`src/logic/stc_pkg.sv`:
```
/*
  Shared constants and types for the SCSI transfer control zero block:
  register indices, field positions, reset values, filter timing, tick
  timing and the transfer state encoding.
  Assumes a single 50 MHz clock and a 32-bit classic Wishbone bus.
*/
package stc_pkg;

  //////////////////////////////////////////////////////////////////////////
  // Bus and register map (byte address is four times the index)
  localparam int         ADR_W          = 10;
  localparam int         DAT_W          = 32;
  localparam logic [7:0] IDX_XFER_CTRL0 = 8'h01;
  localparam logic [7:0] IDX_RATE       = 8'h02;
  localparam logic [7:0] IDX_DIRECT     = 8'h03;
  localparam logic [7:0] IDX_COUNT      = 8'h04;
  localparam logic [7:0] IDX_HADDR      = 8'h05;
  localparam logic [7:0] IDX_STATUS     = 8'h06;
  localparam logic [7:0] IDX_TIMER      = 8'h07;

  //////////////////////////////////////////////////////////////////////////
  // Fields of scsi_transfer_control_0
  localparam int         BIT_FILTER_ON  = 7;
  localparam int         BIT_FILTER_EXT = 6;
  localparam int         BIT_CLR_COUNTS = 4;
  localparam int         BIT_AUTO_CFG   = 2;
  localparam int         BIT_CHAN_CLR   = 1;
  localparam logic [7:0] CTRL0_KEEP     = 8'hc4;
  localparam logic [7:0] CTRL0_RST      = 8'h00;
  localparam logic [7:0] RATE_RST       = 8'h00;
  localparam logic [7:0] DIRECT_RST     = 8'h00;
  localparam logic [3:0] RATE_FAST_ABOVE = 4'h5;

  //////////////////////////////////////////////////////////////////////////
  // Timing, all in picoseconds
  localparam int CLK_PS            = 20000;
  localparam int FILT_FAST_MIN_PS  = 12500;
  localparam int FILT_FAST_MAX_PS  = 25000;
  localparam int FILT_SLOW_MIN_PS  = 50000;
  localparam int FILT_SLOW_MAX_PS  = 62500;
  localparam int FILT_EXT_MIN_PS   = 62600;
  localparam int FILT_EXT_MAX_PS   = 75000;
  localparam int TICK_PS           = 1000000;

  function automatic int ceil_cyc(input int t_ps);
    int c;
    c = (t_ps + CLK_PS - 1) / CLK_PS;
    return (c < 1) ? 1 : c;
  endfunction

  // Each window uses the rounded-up lower bound so short glitches never pass
  localparam logic [3:0] FILT_FAST_CYC = 4'(ceil_cyc(FILT_FAST_MIN_PS));
  localparam logic [3:0] FILT_SLOW_CYC = 4'(ceil_cyc(FILT_SLOW_MIN_PS));
  localparam logic [3:0] FILT_EXT_CYC  = 4'(ceil_cyc(FILT_EXT_MIN_PS));
  localparam logic [3:0] FILT_OFF_CYC  = 4'h0;
  localparam int         TICK_CYC      = ceil_cyc(TICK_PS);

  //////////////////////////////////////////////////////////////////////////
  // Transfer control states
  typedef enum logic [2:0] {
    ST_IDLE   = 3'b001,
    ST_ACTIVE = 3'b010,
    ST_DONE   = 3'b100
  } stc_xfer_state_t;

endpackage

```
`src/logic/stc_xfer_ctrl0.sv`:
```
/*
  SCSI transfer control zero: control register, handshake glitch
  filtering, counter clears, channel clear and auto-configuration mode,
  with a classic Wishbone slave for software access.
  Assumes synchronous inputs, one 50 MHz clock and a master that holds
  each request until it sees ack.
*/
// The implementer's own choice: the Wishbone register port.
`timescale 1ns/100ps
module stc_xfer_ctrl0 #(
  parameter int OFF_W       = 4,
  parameter int TICK_CYCLES = stc_pkg::TICK_CYC
) (
  input  wire logic                      clk_i,
  input  wire logic                      rst_i,
  input  wire logic                      ce_i,
  input  wire logic                      wb_cyc_i,
  input  wire logic                      wb_stb_i,
  input  wire logic                      wb_we_i,
  input  wire logic [stc_pkg::ADR_W-1:0] wb_adr_i,
  input  wire logic [3:0]                wb_sel_i,
  input  wire logic [stc_pkg::DAT_W-1:0] wb_dat_i,
  output logic      [stc_pkg::DAT_W-1:0] wb_dat_o,
  output logic                           wb_ack_o,
  input  wire logic                      scsi_req_i,
  input  wire logic                      scsi_ack_i,
  input  wire logic                      xfer_start_i,
  input  wire logic                      sel_timeout_i,
  input  wire logic [7:0]                protocol_bus_i,
  output logic      [7:0]                bus_ctrl_o,
  output logic                           config_bypass_o,
  output logic                           scsi_rst_o,
  output logic                           fifo_clear_o,
  output logic                           req_filtered_o,
  output logic                           ack_filtered_o,
  output logic                           tick_o
);
  import stc_pkg::*;

  localparam logic [OFF_W-1:0] OFF_MAX = {OFF_W{1'b1}};
  localparam logic [OFF_W-1:0] OFF_ONE = OFF_W'(1);

  typedef struct packed {
    logic [7:0]       ctrl;
    logic [7:0]       rate;
    logic [7:0]       direct;
    logic [23:0]      count;
    logic [31:0]      haddr;
    logic [OFF_W-1:0] offset;
    stc_xfer_state_t  state;
    logic             ack;
    logic [31:0]      rdat;
    logic             req_d;
    logic             ack_d;
    logic [7:0]       bus;
    logic             bypass;
    logic             rst_out;
    logic             fifo_clr;
  } stc_top_t;

  stc_top_t r_reg;
  stc_top_t r_next;

  logic       req_filt;
  logic       ack_filt;
  logic [7:0] tick_count;
  logic [3:0] window;

  //////////////////////////////////////////////////////////////////////////
  // Helpers

  // Byte-lane merge of a write into a stored word
  function automatic logic [31:0] wb_merge(input logic [31:0] old_v,
                                           input logic [31:0] new_v,
                                           input logic [3:0]  sel);
    logic [31:0] res;
    res = old_v;
    for (int i = 0; i < 4; i++) begin
      if (sel[i]) begin
        res[8*i +: 8] = new_v[8*i +: 8];
      end
    end
    return res;
  endfunction

  // Rate codes above five stand for transfers faster than 5 MB/s
  function automatic logic rate_is_fast(input logic [7:0] rate);
    return rate[3:0] > RATE_FAST_ABOVE;
  endfunction

  //////////////////////////////////////////////////////////////////////////
  // Filter window selection
  always_comb begin
    if (!r_reg.ctrl[BIT_FILTER_ON]) begin
      window = FILT_OFF_CYC;
    end else if (rate_is_fast(r_reg.rate)) begin
      window = FILT_FAST_CYC;
    end else if (r_reg.ctrl[BIT_FILTER_EXT]) begin
      window = FILT_EXT_CYC;
    end else begin
      window = FILT_SLOW_CYC;
    end
  end

  stc_filter u_req_filter (
    .clk_i    (clk_i),
    .rst_i    (rst_i),
    .ce_i     (ce_i),
    .window_i (window),
    .line_i   (scsi_req_i),
    .line_o   (req_filt)
  );

  stc_filter u_ack_filter (
    .clk_i    (clk_i),
    .rst_i    (rst_i),
    .ce_i     (ce_i),
    .window_i (window),
    .line_i   (scsi_ack_i),
    .line_o   (ack_filt)
  );

  stc_tick_timer #(
    .TICK_CYCLES (TICK_CYCLES)
  ) u_tick (
    .clk_i   (clk_i),
    .rst_i   (rst_i),
    .ce_i    (ce_i),
    .en_i    (r_reg.ctrl[BIT_AUTO_CFG]),
    .tick_o  (tick_o),
    .count_o (tick_count)
  );

  //////////////////////////////////////////////////////////////////////////
  // Next state
  always_comb begin
    logic        hit;
    logic        wr;
    logic [7:0]  idx;
    logic        req_rise;
    logic        ack_rise;
    logic        clr_counts;
    logic        chan_clr;
    logic [31:0] merged;
    logic        auto_cfg;

    r_next     = r_reg;
    hit        = wb_cyc_i & wb_stb_i;
    idx        = wb_adr_i[ADR_W-1:2];
    // Writes land on the edge where the master sees ack
    wr         = hit & wb_we_i & r_reg.ack;
    req_rise   = req_filt & ~r_reg.req_d;
    ack_rise   = ack_filt & ~r_reg.ack_d;
    clr_counts = 1'b0;
    chan_clr   = 1'b0;
    merged     = 32'h0000_0000;
    auto_cfg   = r_reg.ctrl[BIT_AUTO_CFG];

    r_next.req_d    = req_filt;
    r_next.ack_d    = ack_filt;
    r_next.fifo_clr = 1'b0;

    // Bus answer: one wait state, ack dropped the cycle after
    r_next.ack = hit & ~r_reg.ack;
    if (hit & ~r_reg.ack) begin
      case (idx)
        IDX_XFER_CTRL0: r_next.rdat = {24'h000000, r_reg.ctrl};
        IDX_RATE:       r_next.rdat = {24'h000000, r_reg.rate};
        IDX_DIRECT:     r_next.rdat = {24'h000000, r_reg.direct};
        IDX_COUNT:      r_next.rdat = {8'h00, r_reg.count};
        IDX_HADDR:      r_next.rdat = r_reg.haddr;
        IDX_STATUS:     r_next.rdat = 32'({r_reg.state, r_reg.offset});
        IDX_TIMER:      r_next.rdat = {24'h000000, tick_count};
        default:        r_next.rdat = 32'h0000_0000;
      endcase
    end

    // Transfer control state machine and its counters
    case (r_reg.state)
      ST_IDLE: begin
        if (xfer_start_i && (r_reg.count != 24'h000000)) begin
          r_next.state = ST_ACTIVE;
        end
      end
      ST_ACTIVE: begin
        if (req_rise && !ack_rise && (r_reg.offset != OFF_MAX)) begin
          r_next.offset = r_reg.offset + OFF_ONE;
        end else if (ack_rise && !req_rise &&
                     (r_reg.offset != '0)) begin
          r_next.offset = r_reg.offset - OFF_ONE;
        end
        if (ack_rise) begin
          r_next.haddr = r_reg.haddr + 32'h0000_0001;
          r_next.count = r_reg.count - 24'h000001;
          if (r_reg.count == 24'h000001) begin
            r_next.state = ST_DONE;
          end
        end
      end
      ST_DONE: begin
        if (xfer_start_i && (r_reg.count != 24'h000000)) begin
          r_next.state = ST_ACTIVE;
        end
      end
      default: begin
        r_next.state = ST_IDLE;
      end
    endcase

    // Register writes override counter activity in the same cycle
    if (wr) begin
      case (idx)
        IDX_XFER_CTRL0: begin
          merged      = wb_merge({24'h000000, r_reg.ctrl}, wb_dat_i,
                                 wb_sel_i);
          // Only bits 7, 6 and 2 are stored; the rest read zero
          r_next.ctrl = merged[7:0] & CTRL0_KEEP;
          clr_counts  = wb_sel_i[0] & wb_dat_i[BIT_CLR_COUNTS];
          chan_clr    = wb_sel_i[0] & wb_dat_i[BIT_CHAN_CLR];
        end
        IDX_RATE: begin
          merged      = wb_merge({24'h000000, r_reg.rate}, wb_dat_i,
                                 wb_sel_i);
          r_next.rate = merged[7:0];
        end
        IDX_DIRECT: begin
          merged        = wb_merge({24'h000000, r_reg.direct}, wb_dat_i,
                                   wb_sel_i);
          r_next.direct = merged[7:0];
        end
        IDX_COUNT: begin
          merged       = wb_merge({8'h00, r_reg.count}, wb_dat_i,
                                  wb_sel_i);
          r_next.count = merged[23:0];
        end
        IDX_HADDR: begin
          r_next.haddr = wb_merge(r_reg.haddr, wb_dat_i, wb_sel_i);
        end
        default: begin
          merged = 32'h0000_0000;
        end
      endcase
    end

    // Action bits are never stored, so they always read back zero
    if (clr_counts) begin
      r_next.count = 24'h000000;
      r_next.haddr = 32'h0000_0000;
    end
    if (chan_clr) begin
      // Counters untouched here on purpose: a channel clear may come
      // between chained transfers that share the same counts
      r_next.offset   = '0;
      r_next.fifo_clr = 1'b1;
      r_next.state    = ST_IDLE;
    end

    // Bus signal steering and reset suppression
    if (auto_cfg) begin
      r_next.bus = r_reg.direct;
    end else begin
      r_next.bus = protocol_bus_i;
    end
    r_next.bypass  = auto_cfg;
    r_next.rst_out = sel_timeout_i & ~auto_cfg;
  end

  //////////////////////////////////////////////////////////////////////////
  // State register
  always_ff @(posedge clk_i) begin
    if (rst_i) begin
      r_reg        <= '0;
      r_reg.ctrl   <= CTRL0_RST;
      r_reg.rate   <= RATE_RST;
      r_reg.direct <= DIRECT_RST;
      r_reg.state  <= ST_IDLE;
    end else if (ce_i) begin
      r_reg <= r_next;
    end
  end

  //////////////////////////////////////////////////////////////////////////
  // Outputs
  assign wb_dat_o        = r_reg.rdat;
  assign wb_ack_o        = r_reg.ack;
  assign bus_ctrl_o      = r_reg.bus;
  assign config_bypass_o = r_reg.bypass;
  assign scsi_rst_o      = r_reg.rst_out;
  assign fifo_clear_o    = r_reg.fifo_clr;
  assign req_filtered_o  = req_filt;
  assign ack_filtered_o  = ack_filt;
endmodule

```
`src/logic/stc_filter.sv`:
```
/*
  Digital glitch filter for one incoming handshake line.
  Assumes the input is already synchronous to clk_i; a window of zero
  passes the input through one register stage.
*/
`timescale 1ns/100ps
module stc_filter (
  input  wire logic       clk_i,
  input  wire logic       rst_i,
  input  wire logic       ce_i,
  input  wire logic [3:0] window_i,
  input  wire logic       line_i,
  output logic            line_o
);
  import stc_pkg::*;

  typedef struct packed {
    logic [3:0] cnt;
    logic       out;
  } stc_filt_t;

  stc_filt_t r_reg;
  stc_filt_t r_next;

  always_comb begin
    r_next = r_reg;
    if (window_i == FILT_OFF_CYC) begin
      r_next.out = line_i;
      r_next.cnt = 4'h0;
    end else if (line_i == r_reg.out) begin
      r_next.cnt = 4'h0;
    end else if (r_reg.cnt + 4'h1 >= window_i) begin
      // Change accepted only after a full window of stable level
      r_next.out = line_i;
      r_next.cnt = 4'h0;
    end else begin
      r_next.cnt = r_reg.cnt + 4'h1;
    end
  end

  always_ff @(posedge clk_i) begin
    if (rst_i) begin
      r_reg <= '0;
    end else if (ce_i) begin
      r_reg <= r_next;
    end
  end

  assign line_o = r_reg.out;
endmodule

```
`src/logic/stc_tick_timer.sv`:
```
/*
  Protocol tick timer: a prescaler that emits a tick pulse and counts
  ticks while enabled, and is held at zero while disabled.
  Assumes one clock and a synchronous active-high reset.
*/
`timescale 1ns/100ps
module stc_tick_timer #(
  parameter int TICK_CYCLES = stc_pkg::TICK_CYC
) (
  input  wire logic       clk_i,
  input  wire logic       rst_i,
  input  wire logic       ce_i,
  input  wire logic       en_i,
  output logic            tick_o,
  output logic [7:0]      count_o
);
  import stc_pkg::*;

  localparam int PW = (TICK_CYCLES > 1) ? $clog2(TICK_CYCLES) : 1;
  localparam logic [PW-1:0] PRE_LAST = PW'(TICK_CYCLES - 1);

  typedef struct packed {
    logic [PW-1:0] pre;
    logic          tick;
    logic [7:0]    count;
  } stc_tick_t;

  stc_tick_t r_reg;
  stc_tick_t r_next;

  always_comb begin
    r_next      = r_reg;
    r_next.tick = 1'b0;
    if (!en_i) begin
      r_next.pre   = '0;
      r_next.count = 8'h00;
    end else if (r_reg.pre == PRE_LAST) begin
      r_next.pre   = '0;
      r_next.tick  = 1'b1;
      r_next.count = r_reg.count + 8'h01;
    end else begin
      r_next.pre = r_reg.pre + PW'(1);
    end
  end

  always_ff @(posedge clk_i) begin
    if (rst_i) begin
      r_reg <= '0;
    end else if (ce_i) begin
      r_reg <= r_next;
    end
  end

  assign tick_o  = r_reg.tick;
  assign count_o = r_reg.count;
endmodule

```
`config.mk`:
```
export PLATFORM = sky130hd
export DESIGN_NAME = stc_xfer_ctrl0
export DESIGN_NICKNAME = d
export VERILOG_FILES = /design/src/logic/stc_pkg.sv /design/src/logic/stc_xfer_ctrl0.sv /design/src/logic/stc_filter.sv /design/src/logic/stc_tick_timer.sv
export SDC_FILE = /design/constraint.sdc
export NUM_CORES = 1
export LEC_CHECK = 0
export BUFFER_PORTS_ARGS = -buffer_cell sky130_fd_sc_hd__buf_2
export CAP_MARGIN = 15
export CELL_PAD_IN_SITES_DETAIL_PLACEMENT = 0
export CELL_PAD_IN_SITES_GLOBAL_PLACEMENT = 1
export CORE_UTILIZATION = 30
export CTS_CLUSTER_DIAMETER = 60
export CTS_CLUSTER_SIZE = 25
export DETAILED_ROUTE_END_ITERATION = 7
export PLACE_DENSITY_LB_ADDON = 0.1
export SYNTH_ARGS = -nofsm -noshare
export SYNTH_HDL_FRONTEND = slang
export SYNTH_HIERARCHICAL = 1
export SYNTH_SLANG_ARGS = --single-unit
```
`constraint.sdc`:
```
create_clock -name clk_i -period 2.9 [get_ports clk_i]
set_input_delay 0.145 -clock clk_i [delete_from_list [all_inputs] [get_ports clk_i]]
set_output_delay 0.145 -clock clk_i [all_outputs]
set_load 0.005 [all_outputs]
```
==> results of run 1 <==
## kinds of logic after synthesis
group,share of synthesized area (%)
AO/OA/AOI/OAI,23.4
XOR/XNOR,1.30
adder cells (fa/ha/maj),2.73
buffers and inverters,7.56
flip-flops,32.5
multiplexers,5.90
other,0.0397
AND/OR/NAND/NOR,26.6
## final timing paths
| kind | startpoint | end | slack, ps | cells past startpoint |
|---|---|---|---|---|
| worst min register to register | wb_dat_o[28] | wb_dat_o[28] | 450 | 2 |
| worst max register to register | r_reg[88] | r_reg[107] | 230 | 6 |
| worst min-delay path | wb_dat_i[8] | r_reg[93] | 20 | 3 |
| worst max-delay path | r_reg[88] | r_reg[107] | 230 | 6 |
## per-stage QoR
step | cell area [um2] | hold slack (ps) | setup WS [ps]
detailed placement | 10400 | 431 | 296
global placement | 10400 | 426 | 268
finish | 11000 | 24.8 | 234
floorplan | 9450 | 214 | 438
CTS | 11000 | 16.0 | 265
global route | 11000 | 14.0 | 66.2
## worst register-to-register path, cell delays in order (launching register included)
cell and delay (ps):
dfxtp_1 380, or4_1 670, or4b_1 560, nor4_2 560, a21oi_1 130, o21ai_0 150
o21ai_0 90
## cell usage in the layout (no fill, tap or decap), types with 10 or more instances in the layout
cell and instances:
clkbuf_16 17, o21ai_0 72, nand3_1 46, buf_2 107, a22o_1 17, nor3_1 24, o31ai_1 10, nor4_1 15
buf_4 62, ha_1 19, nand2b_1 21, and3_1 12, nor2b_1 12, mux2i_1 41, a211oi_1 21, dfxtp_1 153
nand2_1 95, a22oi_1 41, a21oi_1 79, a31oi_1 11, nand4_1 30, inv_1 22, nor2_1 132, o21a_1 10
## metal layers
layer	vias up	GRT usage (%)	wire (um)	part of all wire, %
li1	4521	-	-	-
met1	4561	29.6	16600	47
met2	193	36.5	16700	47
met3	39	3.84	1420	4.0
met4	0	7.32	925	2.6
met5	-	0	0	0
## layout make-up
class                   instances  area, um2
inverters                      24       90.1
fillers                      3359      19800
clock buffers                  17        425
repair buffers                175       1070
well taps                     396        495
multi-input cells             894       5710
clock inverters                15        116
flip-flops and latches        153       3060
## power groups by stage
stage / clock [mW] / combinational (mW) / sequential (mW)
global route: 2.32 / 0.398 / 2.12
CTS: 2.24 / 0.371 / 2.12
finish: 2.19 / 0.369 / 2.12
global placement: 0 / 0.364 / 2.17
floorplan: 0 / 0.189 / 2.17
detailed placement: 0 / 0.364 / 2.17
==> Flow_metrics.wiki, run 1 <==
{| class="wikitable"
! Metric !! Value
|-
| Outcome || finished, violations left
|-
| Violations in the final reports || design-rule violations
|-
| Die width || 179 um
|-
| Net Sw Power || 1.34 mW
|-
| Slew at the pin with the worst max-slew slack || 950 ps
|-
| CTS tree || done
|-
| Class of the most critical setup path || reg -> reg
|-
| Number of global-route vias before repair || 8803
|-
| Final min period || 2670 ps
|-
| Setup Skew || 14.7 ps
|-
| Number of clock buffers inserted by TritonCTS || 17
|-
| Resized cells post-CTS || 0
|-
| Sequential group share of total power || 45.3%
|-
| Post-synth top area cell || dfxtp_1
|-
| Number of sinks on the clock net || 153
|-
| Fraction of registers with async set/reset || 0%
|-
| Cell family contributing the most delay on the critical path || simple AND/OR/NAND/NOR gates
|-
| Routed wire length || 35600 um
|-
| Setup Fix Bufs, Post-CTS || 0
|-
| Share of synthesized area occupied by flip-flops and latches || 32.5%
|-
| Total via count after detailed routing || 9314
|-
| Req. time, crit path || 3220 ps
|-
| Category of the worst setup path capture point || flop
|-
| Logic gate share of total power || 7.9%
|-
| Initial core utilization || 30.7%
|-
| Prevailing post-synth register cell || dfxtp_1
|-
| Number of H-tree levels || 4
|-
| Tot GR Track Use || 22.3%
|-
| Final Hold Fails || 0
|-
| Cell mode on critical path || o21ai_0
|-
| Initial antenna violation count || 0
|-
| Lkg Pwr || 4.16 nW
|-
| Critical-path cell with the highest stage delay || or4_1
|-
| Number of hold buffers added after cts || 5
|-
| Average detailed-routed wire length per instance || 21.3 um
|-
| Global placement routability congestion || 0.833
|-
| Antenna fix cells || 0
|-
| Final core utilization || 35.7%
|-
| Crit path cell chain || or4_1 -> or4b_1 -> nor4_2 -> a21oi_1 -> o21ai_0 -> o21ai_0
|-
| Internal power || 3.34 mW
|-
| Setup violators final || 0
|-
| Full die area || 32200 um2
|-
| Clock network latency to the later pin of the worst-skew pair || 450 ps
|-
| Unrepaired setup endpoints after global routing || false
|-
| Slew headroom || 36.6%
|-
| Layout cell share with drive strength beyond 1 || 19.2%
|-
| DR pass1 iterations || 7
|-
| Hold crit path type || in -> reg
|-
| Post-DP HPWL || 26000 um
|-
| Pin count of the biggest net entering global routing || 52
|-
| Core Box Area || 30700 um2
|-
| Area share of the largest cell type after synthesis || 32.5%
|-
| Maximum buffer depth of the clock tree || 2
|-
| Number of nets in the layout || 1349
|-
| Area grow syn2layout || 16.3%
|-
| Maximum fanout count along the critical path || 6
|-
| Port bufs || 108
|-
| CP Data Arrival Time || 2990 ps
|-
| Upper clock frequency limit || 375 MHz
|-
| Flip-flop count of the largest register after layout || 83
|-
| Number of pins with negative max-slew slack in the final report || 0
|-
| Startpoint type of the worst setup path || flop
|-
| Number of synthesized flops with an enable pin || 0
|-
| # IOs || 111
|-
| Post-synthesis instance total || 1181
|-
| Grt ovf || 0
|-
| CP peak stage delay || 670 ps
|-
| Post-Layout Cell Count || 1674
|-
| Mean area per synthesized cell || 7.99 um2
|-
| Number of buffer and inverter stages on the critical path || 0
|-
| Cell area after technology mapping || 9430 um2
|-
| Fraction of the cycle the final worst path needs || 91.9%
|-
| Detail Route Antenna Nets || 0
|-
| Most common cell in the synthesized netlist || dfxtp_1
|-
| Root buffer cell || clkbuf_16
|-
| Power density normalized to cell area || 427 nW/um2
|-
| Switch share || 28.6%
|-
| Yosys synthesis warning count || 6
|-
| Top area cells in the synthesized netlist || dfxtp_1 32%, nor2_1 5.3%, mux2i_1 4.4%
|-
| Wire length of the first global-routing pass || 53600 um
|-
| Maximum resistive drop on vdd || 397 uV
|-
| Post-route DRC violation count || 8
|-
| Post-CTS clock slew at the launch and capture registers of the worst setup and hold paths || 70 ps
|-
| Cell total after placement || 1637
|-
| Drt initial violations || 513
|-
| Flop and latch count out of synthesis || 153
|-
| Chip Height || 179 um
|-
| Placement row count || 64
|-
| Clk network pwr share || 46.8%
|-
| Number of unique standard cell types used by synthesis || 87
|-
| Setup TNS Final || 0 ps
|-
| Top cells by instance count after synthesis || 153 x dfxtp_1, 132 x nor2_1, 95 x nand2_1, 79 x a21oi_1, 72 x o21ai_0
|-
| Average vias per placed instance || 5.56
|-
| Power Total || 4.68 mW
|-
| Count of max-cap constraint violations || 0
|}
No activity file was read; power rests on OpenSTA's default activity.
==> run 2, diff against run 1 <==
CORE_UTILIZATION = 38   (was 30)
==> run 2 against run 1 <==
  * Global-route usage grew 3.3 points
  * Count of clock-buffer cells in the layout is the same
  * Cell area is 0.60% lower
  * Die area down 21%
  * Largest cell class unchanged
  * The flow now finishes without violations
==> Flow_metrics.wiki, run 2 (synthesized netlist as in run 1, its figures left out) <==
{| class="wikitable"
! Metric !! Value
|-
| Resized cells post-CTS || 0 (unchanged)
|-
| Average detailed-routed wire length per instance || 20.3 um (-4.4%)
|-
| Area grow syn2layout || 15.6%
|-
| Clock network latency to the later pin of the worst-skew pair || 430 ps (-20 ps)
|-
| DR pass1 iterations || 7 (unchanged)
|-
| Outcome || finished, final reports clean
|-
| Setup violators final || 0 (unchanged)
|-
| Number of global-route vias before repair || 8566 (-2.7%)
|-
| Drt initial violations || 764 (+49%)
|-
| Maximum buffer depth of the clock tree || 2 (unchanged)
|-
| Placed standard-cell area || 10200 um2 (-1.4%)
|-
| Initial core utilization || 38.8% (+8.1 points)
|-
| Setup Skew || 10.5 ps (-4.12 ps)
|-
| Net Sw Power || 1.31 mW (-2.3%)
|-
| Slew at the pin with the worst max-slew slack || 716 ps (-234 ps)
|-
| Lkg Pwr || 4.15 nW (about the same)
|-
| Number of buffer and inverter stages on the critical path || 0 (unchanged)
|-
| Final Hold Fails || 0 (unchanged)
|-
| Switch share || 26.5% (-2.1 points)
|-
| Number of pins with negative max-slew slack in the final report || 0 (unchanged)
|-
| Clk network pwr share || 49.8% (+3.0 points)
|-
| Number of clock buffers inserted by TritonCTS || 17 (unchanged)
|-
| Critical-path cell with the highest stage delay || or4_4
|-
| Post-route met1 wirelength || 15700 um (-5.0%)
|-
| Grt ovf || 0 (unchanged)
|-
| Upper clock frequency limit || 370 MHz (-1.4%)
|-
| Initial antenna violation count || 0 (unchanged)
|-
| CP peak stage delay || 540 ps (-130 ps)
|-
| Placement row count || 57 (-11%)
|-
| Most frequent cells in the layout || 153 x dfxtp_1, 132 x nor2_1, 107 x buf_2
|-
| Post-route DRC violation count || 0 (-8)
|-
| Number of H-tree levels || 4 (unchanged)
|-
| Final hold slack || 13.3 ps (-11.5 ps)
|-
| Sequential group share of total power || 43.0% (-2.3 points)
|-
| Top sig layer || met4
|-
| # IOs || 111 (unchanged)
|-
| Number of sinks on the clock net || 153 (unchanged)
|-
| Final min period || 2700 ps (+36.9 ps)
|-
| Tot GR Track Use || 25.6% (+3.3 points)
|-
| Wire length of the first global-routing pass || 50600 um (-5.5%)
|-
| Chip Height || 160 um (-11%)
|-
| Maximum fanout count along the critical path || 11 (+5)
|-
| Most common cell after layout, fill and taps aside || dfxtp_1
|-
| Cell family contributing the most delay on the critical path || simple AND/OR/NAND/NOR gates
|-
| Class of the most critical setup path || reg -> reg
|-
| Crit path cell chain || or3b_1 -> or4_4 -> nor4_2 -> a21o_1 -> a21oi_1 -> a2111oi_0
|-
| Final Instance Area || 10900 um2 (-0.60%)
|-
| Layout cell share with drive strength beyond 1 || 18.5% (-0.69 points)
|-
| Total via count after detailed routing || 9125 (-2.0%)
|-
| Setup TNS Final || 0 ps (unchanged)
|-
| Category of the worst setup path capture point || flop
|-
| Req. time, crit path || 3200 ps (-20 ps)
|-
| Total length of routed met2 wires || 14300 um (-14%)
|-
| Post-DP HPWL || 23500 um (-9.8%)
|-
| Detail Route Antenna Nets || 0 (unchanged)
|-
| CTS tree || done
|-
| Root buffer cell || clkbuf_16
|-
| Die width || 160 um (-11%)
|-
| Power density normalized to cell area || 452 nW/um2 (+6.0%)
|-
| Global placement routability congestion || 0.867 (+4.1%)
|-
| Fill cell instance count of the final layout || 2499 (-26%)
|-
| Pin count of the biggest net entering global routing || 99 (+90%)
|-
| Post-CTS clock slew at the launch and capture registers of the worst setup and hold paths || 70 ps (about the same)
|-
| Internal power || 3.63 mW (+8.4%)
|-
| Unrepaired setup endpoints after global routing || false
|-
| Final core utilization || 44.9% (+9.2 points)
|-
| Multi-input gate area in the final layout || 5710 um2 (unchanged)
|-
| Number of nets in the layout || 1337 (-0.89%)
|-
| Port bufs || 108 (unchanged)
|-
| Startpoint type of the worst setup path || flop
|-
| Average vias per placed instance || 5.74 (+3.1%)
|-
| Area taken by flip-flops and latches || 3060 um2 (unchanged)
|-
| Hold crit path type || in -> reg
|-
| Logic gate share of total power || 7.2% (-0.7 points)
|-
| Antenna fix cells || 0 (unchanged)
|-
| Flip-flop count of the largest register after layout || 83 (unchanged)
|-
| Full die area || 25500 um2 (-21%)
|-
| Core Box Area || 24300 um2 (-21%)
|-
| Met3 wirelength from detailed routing || 1680 um (+18%)
|-
| Maximum resistive drop on vdd || 293 uV (-26%)
|-
| Routed wire length || 32300 um (-9.2%)
|-
| Slew headroom || 51.8% (+15 points)
|-
| Count of max-cap constraint violations || 0 (unchanged)
|-
| CP Data Arrival Time || 3000 ps (about the same)
|-
| Power Total || 4.93 mW (+5.4%)
|-
| Fraction of the cycle the final worst path needs || 93.2% (+1.3 points)
|}
## run 2: cell count changes in the layout (fill, tap and decap cells not counted), moves of 2 or more
cell / previous run / this run
buf_12: 1 / 3
inv_8: 1 / 4
clkinv_2: 4 / 1
bufinv_16: 0 / 3
buf_4: 62 / 49
clkinv_4: 3 / 1
## run 2: area by class of cell
cell class / instances / share of cell area (%)
Clock buffer: 17 / 3.90
Multi-Input combinational cell: 894 / 52.4
Tap cell: 324 / 3.72
Clock inverter: 15 / 1.90
Timing Repair Buffer: 163 / 9.20
Inverter: 24 / 0.826
Sequential cell: 153 / 28.1
## run 2: per-stage QoR
step,instances,worst slack (ps)
after floorplan,1184,438
after global placement,1554,351
after detailed placement,1554,243
after CTS,1590,230
after global routing,1590,24.0
final,1590,197
## run 2: worst register-to-register path: stages, from the launching register on
cell	delay (ps)
dfxtp_1	390
or3b_1	490
or4_4	540
nor4_2	540
a21o_1	180
a21oi_1	50
a2111oi_0	370
## run 2: final timing paths
path / start / slack (ps) / endpoint / depth (start not counted)
setup / recovery: r_reg[48] / 200 / r_reg[81] / 6
setup reg to reg: r_reg[48] / 200 / r_reg[81] / 6
hold / removal: wb_dat_i[8] / 10 / r_reg[93] / 3
hold reg to reg: wb_dat_o[26] / 450 / wb_dat_o[26] / 2
## run 2: what timing repair did
item                       4_1_cts  5_1_grt
setup endpoints to repair        0        0
setup buffers                    0        0
hold buffers                     4        0
hold endpoints to repair         4        0
## run 2: routing by layer
layer / up-vias / global-route usage (%)
met5: - / 0.189
met4: 0 / 8.48
met3: 42 / 3.67
met2: 271 / 39.0
met1: 4314 / 36.8
li1: 4498 / -
## run 2: power groups by stage
stage                     Sequential, mW  Combinational (mW)  Clock (mW)
after global placement              2.17               0.349           0
final                               2.12               0.354        2.46
after global routing                2.12               0.384        2.60
after detailed placement            2.17               0.348           0
after CTS                           2.12               0.353        2.51
after floorplan                     2.17               0.189           0
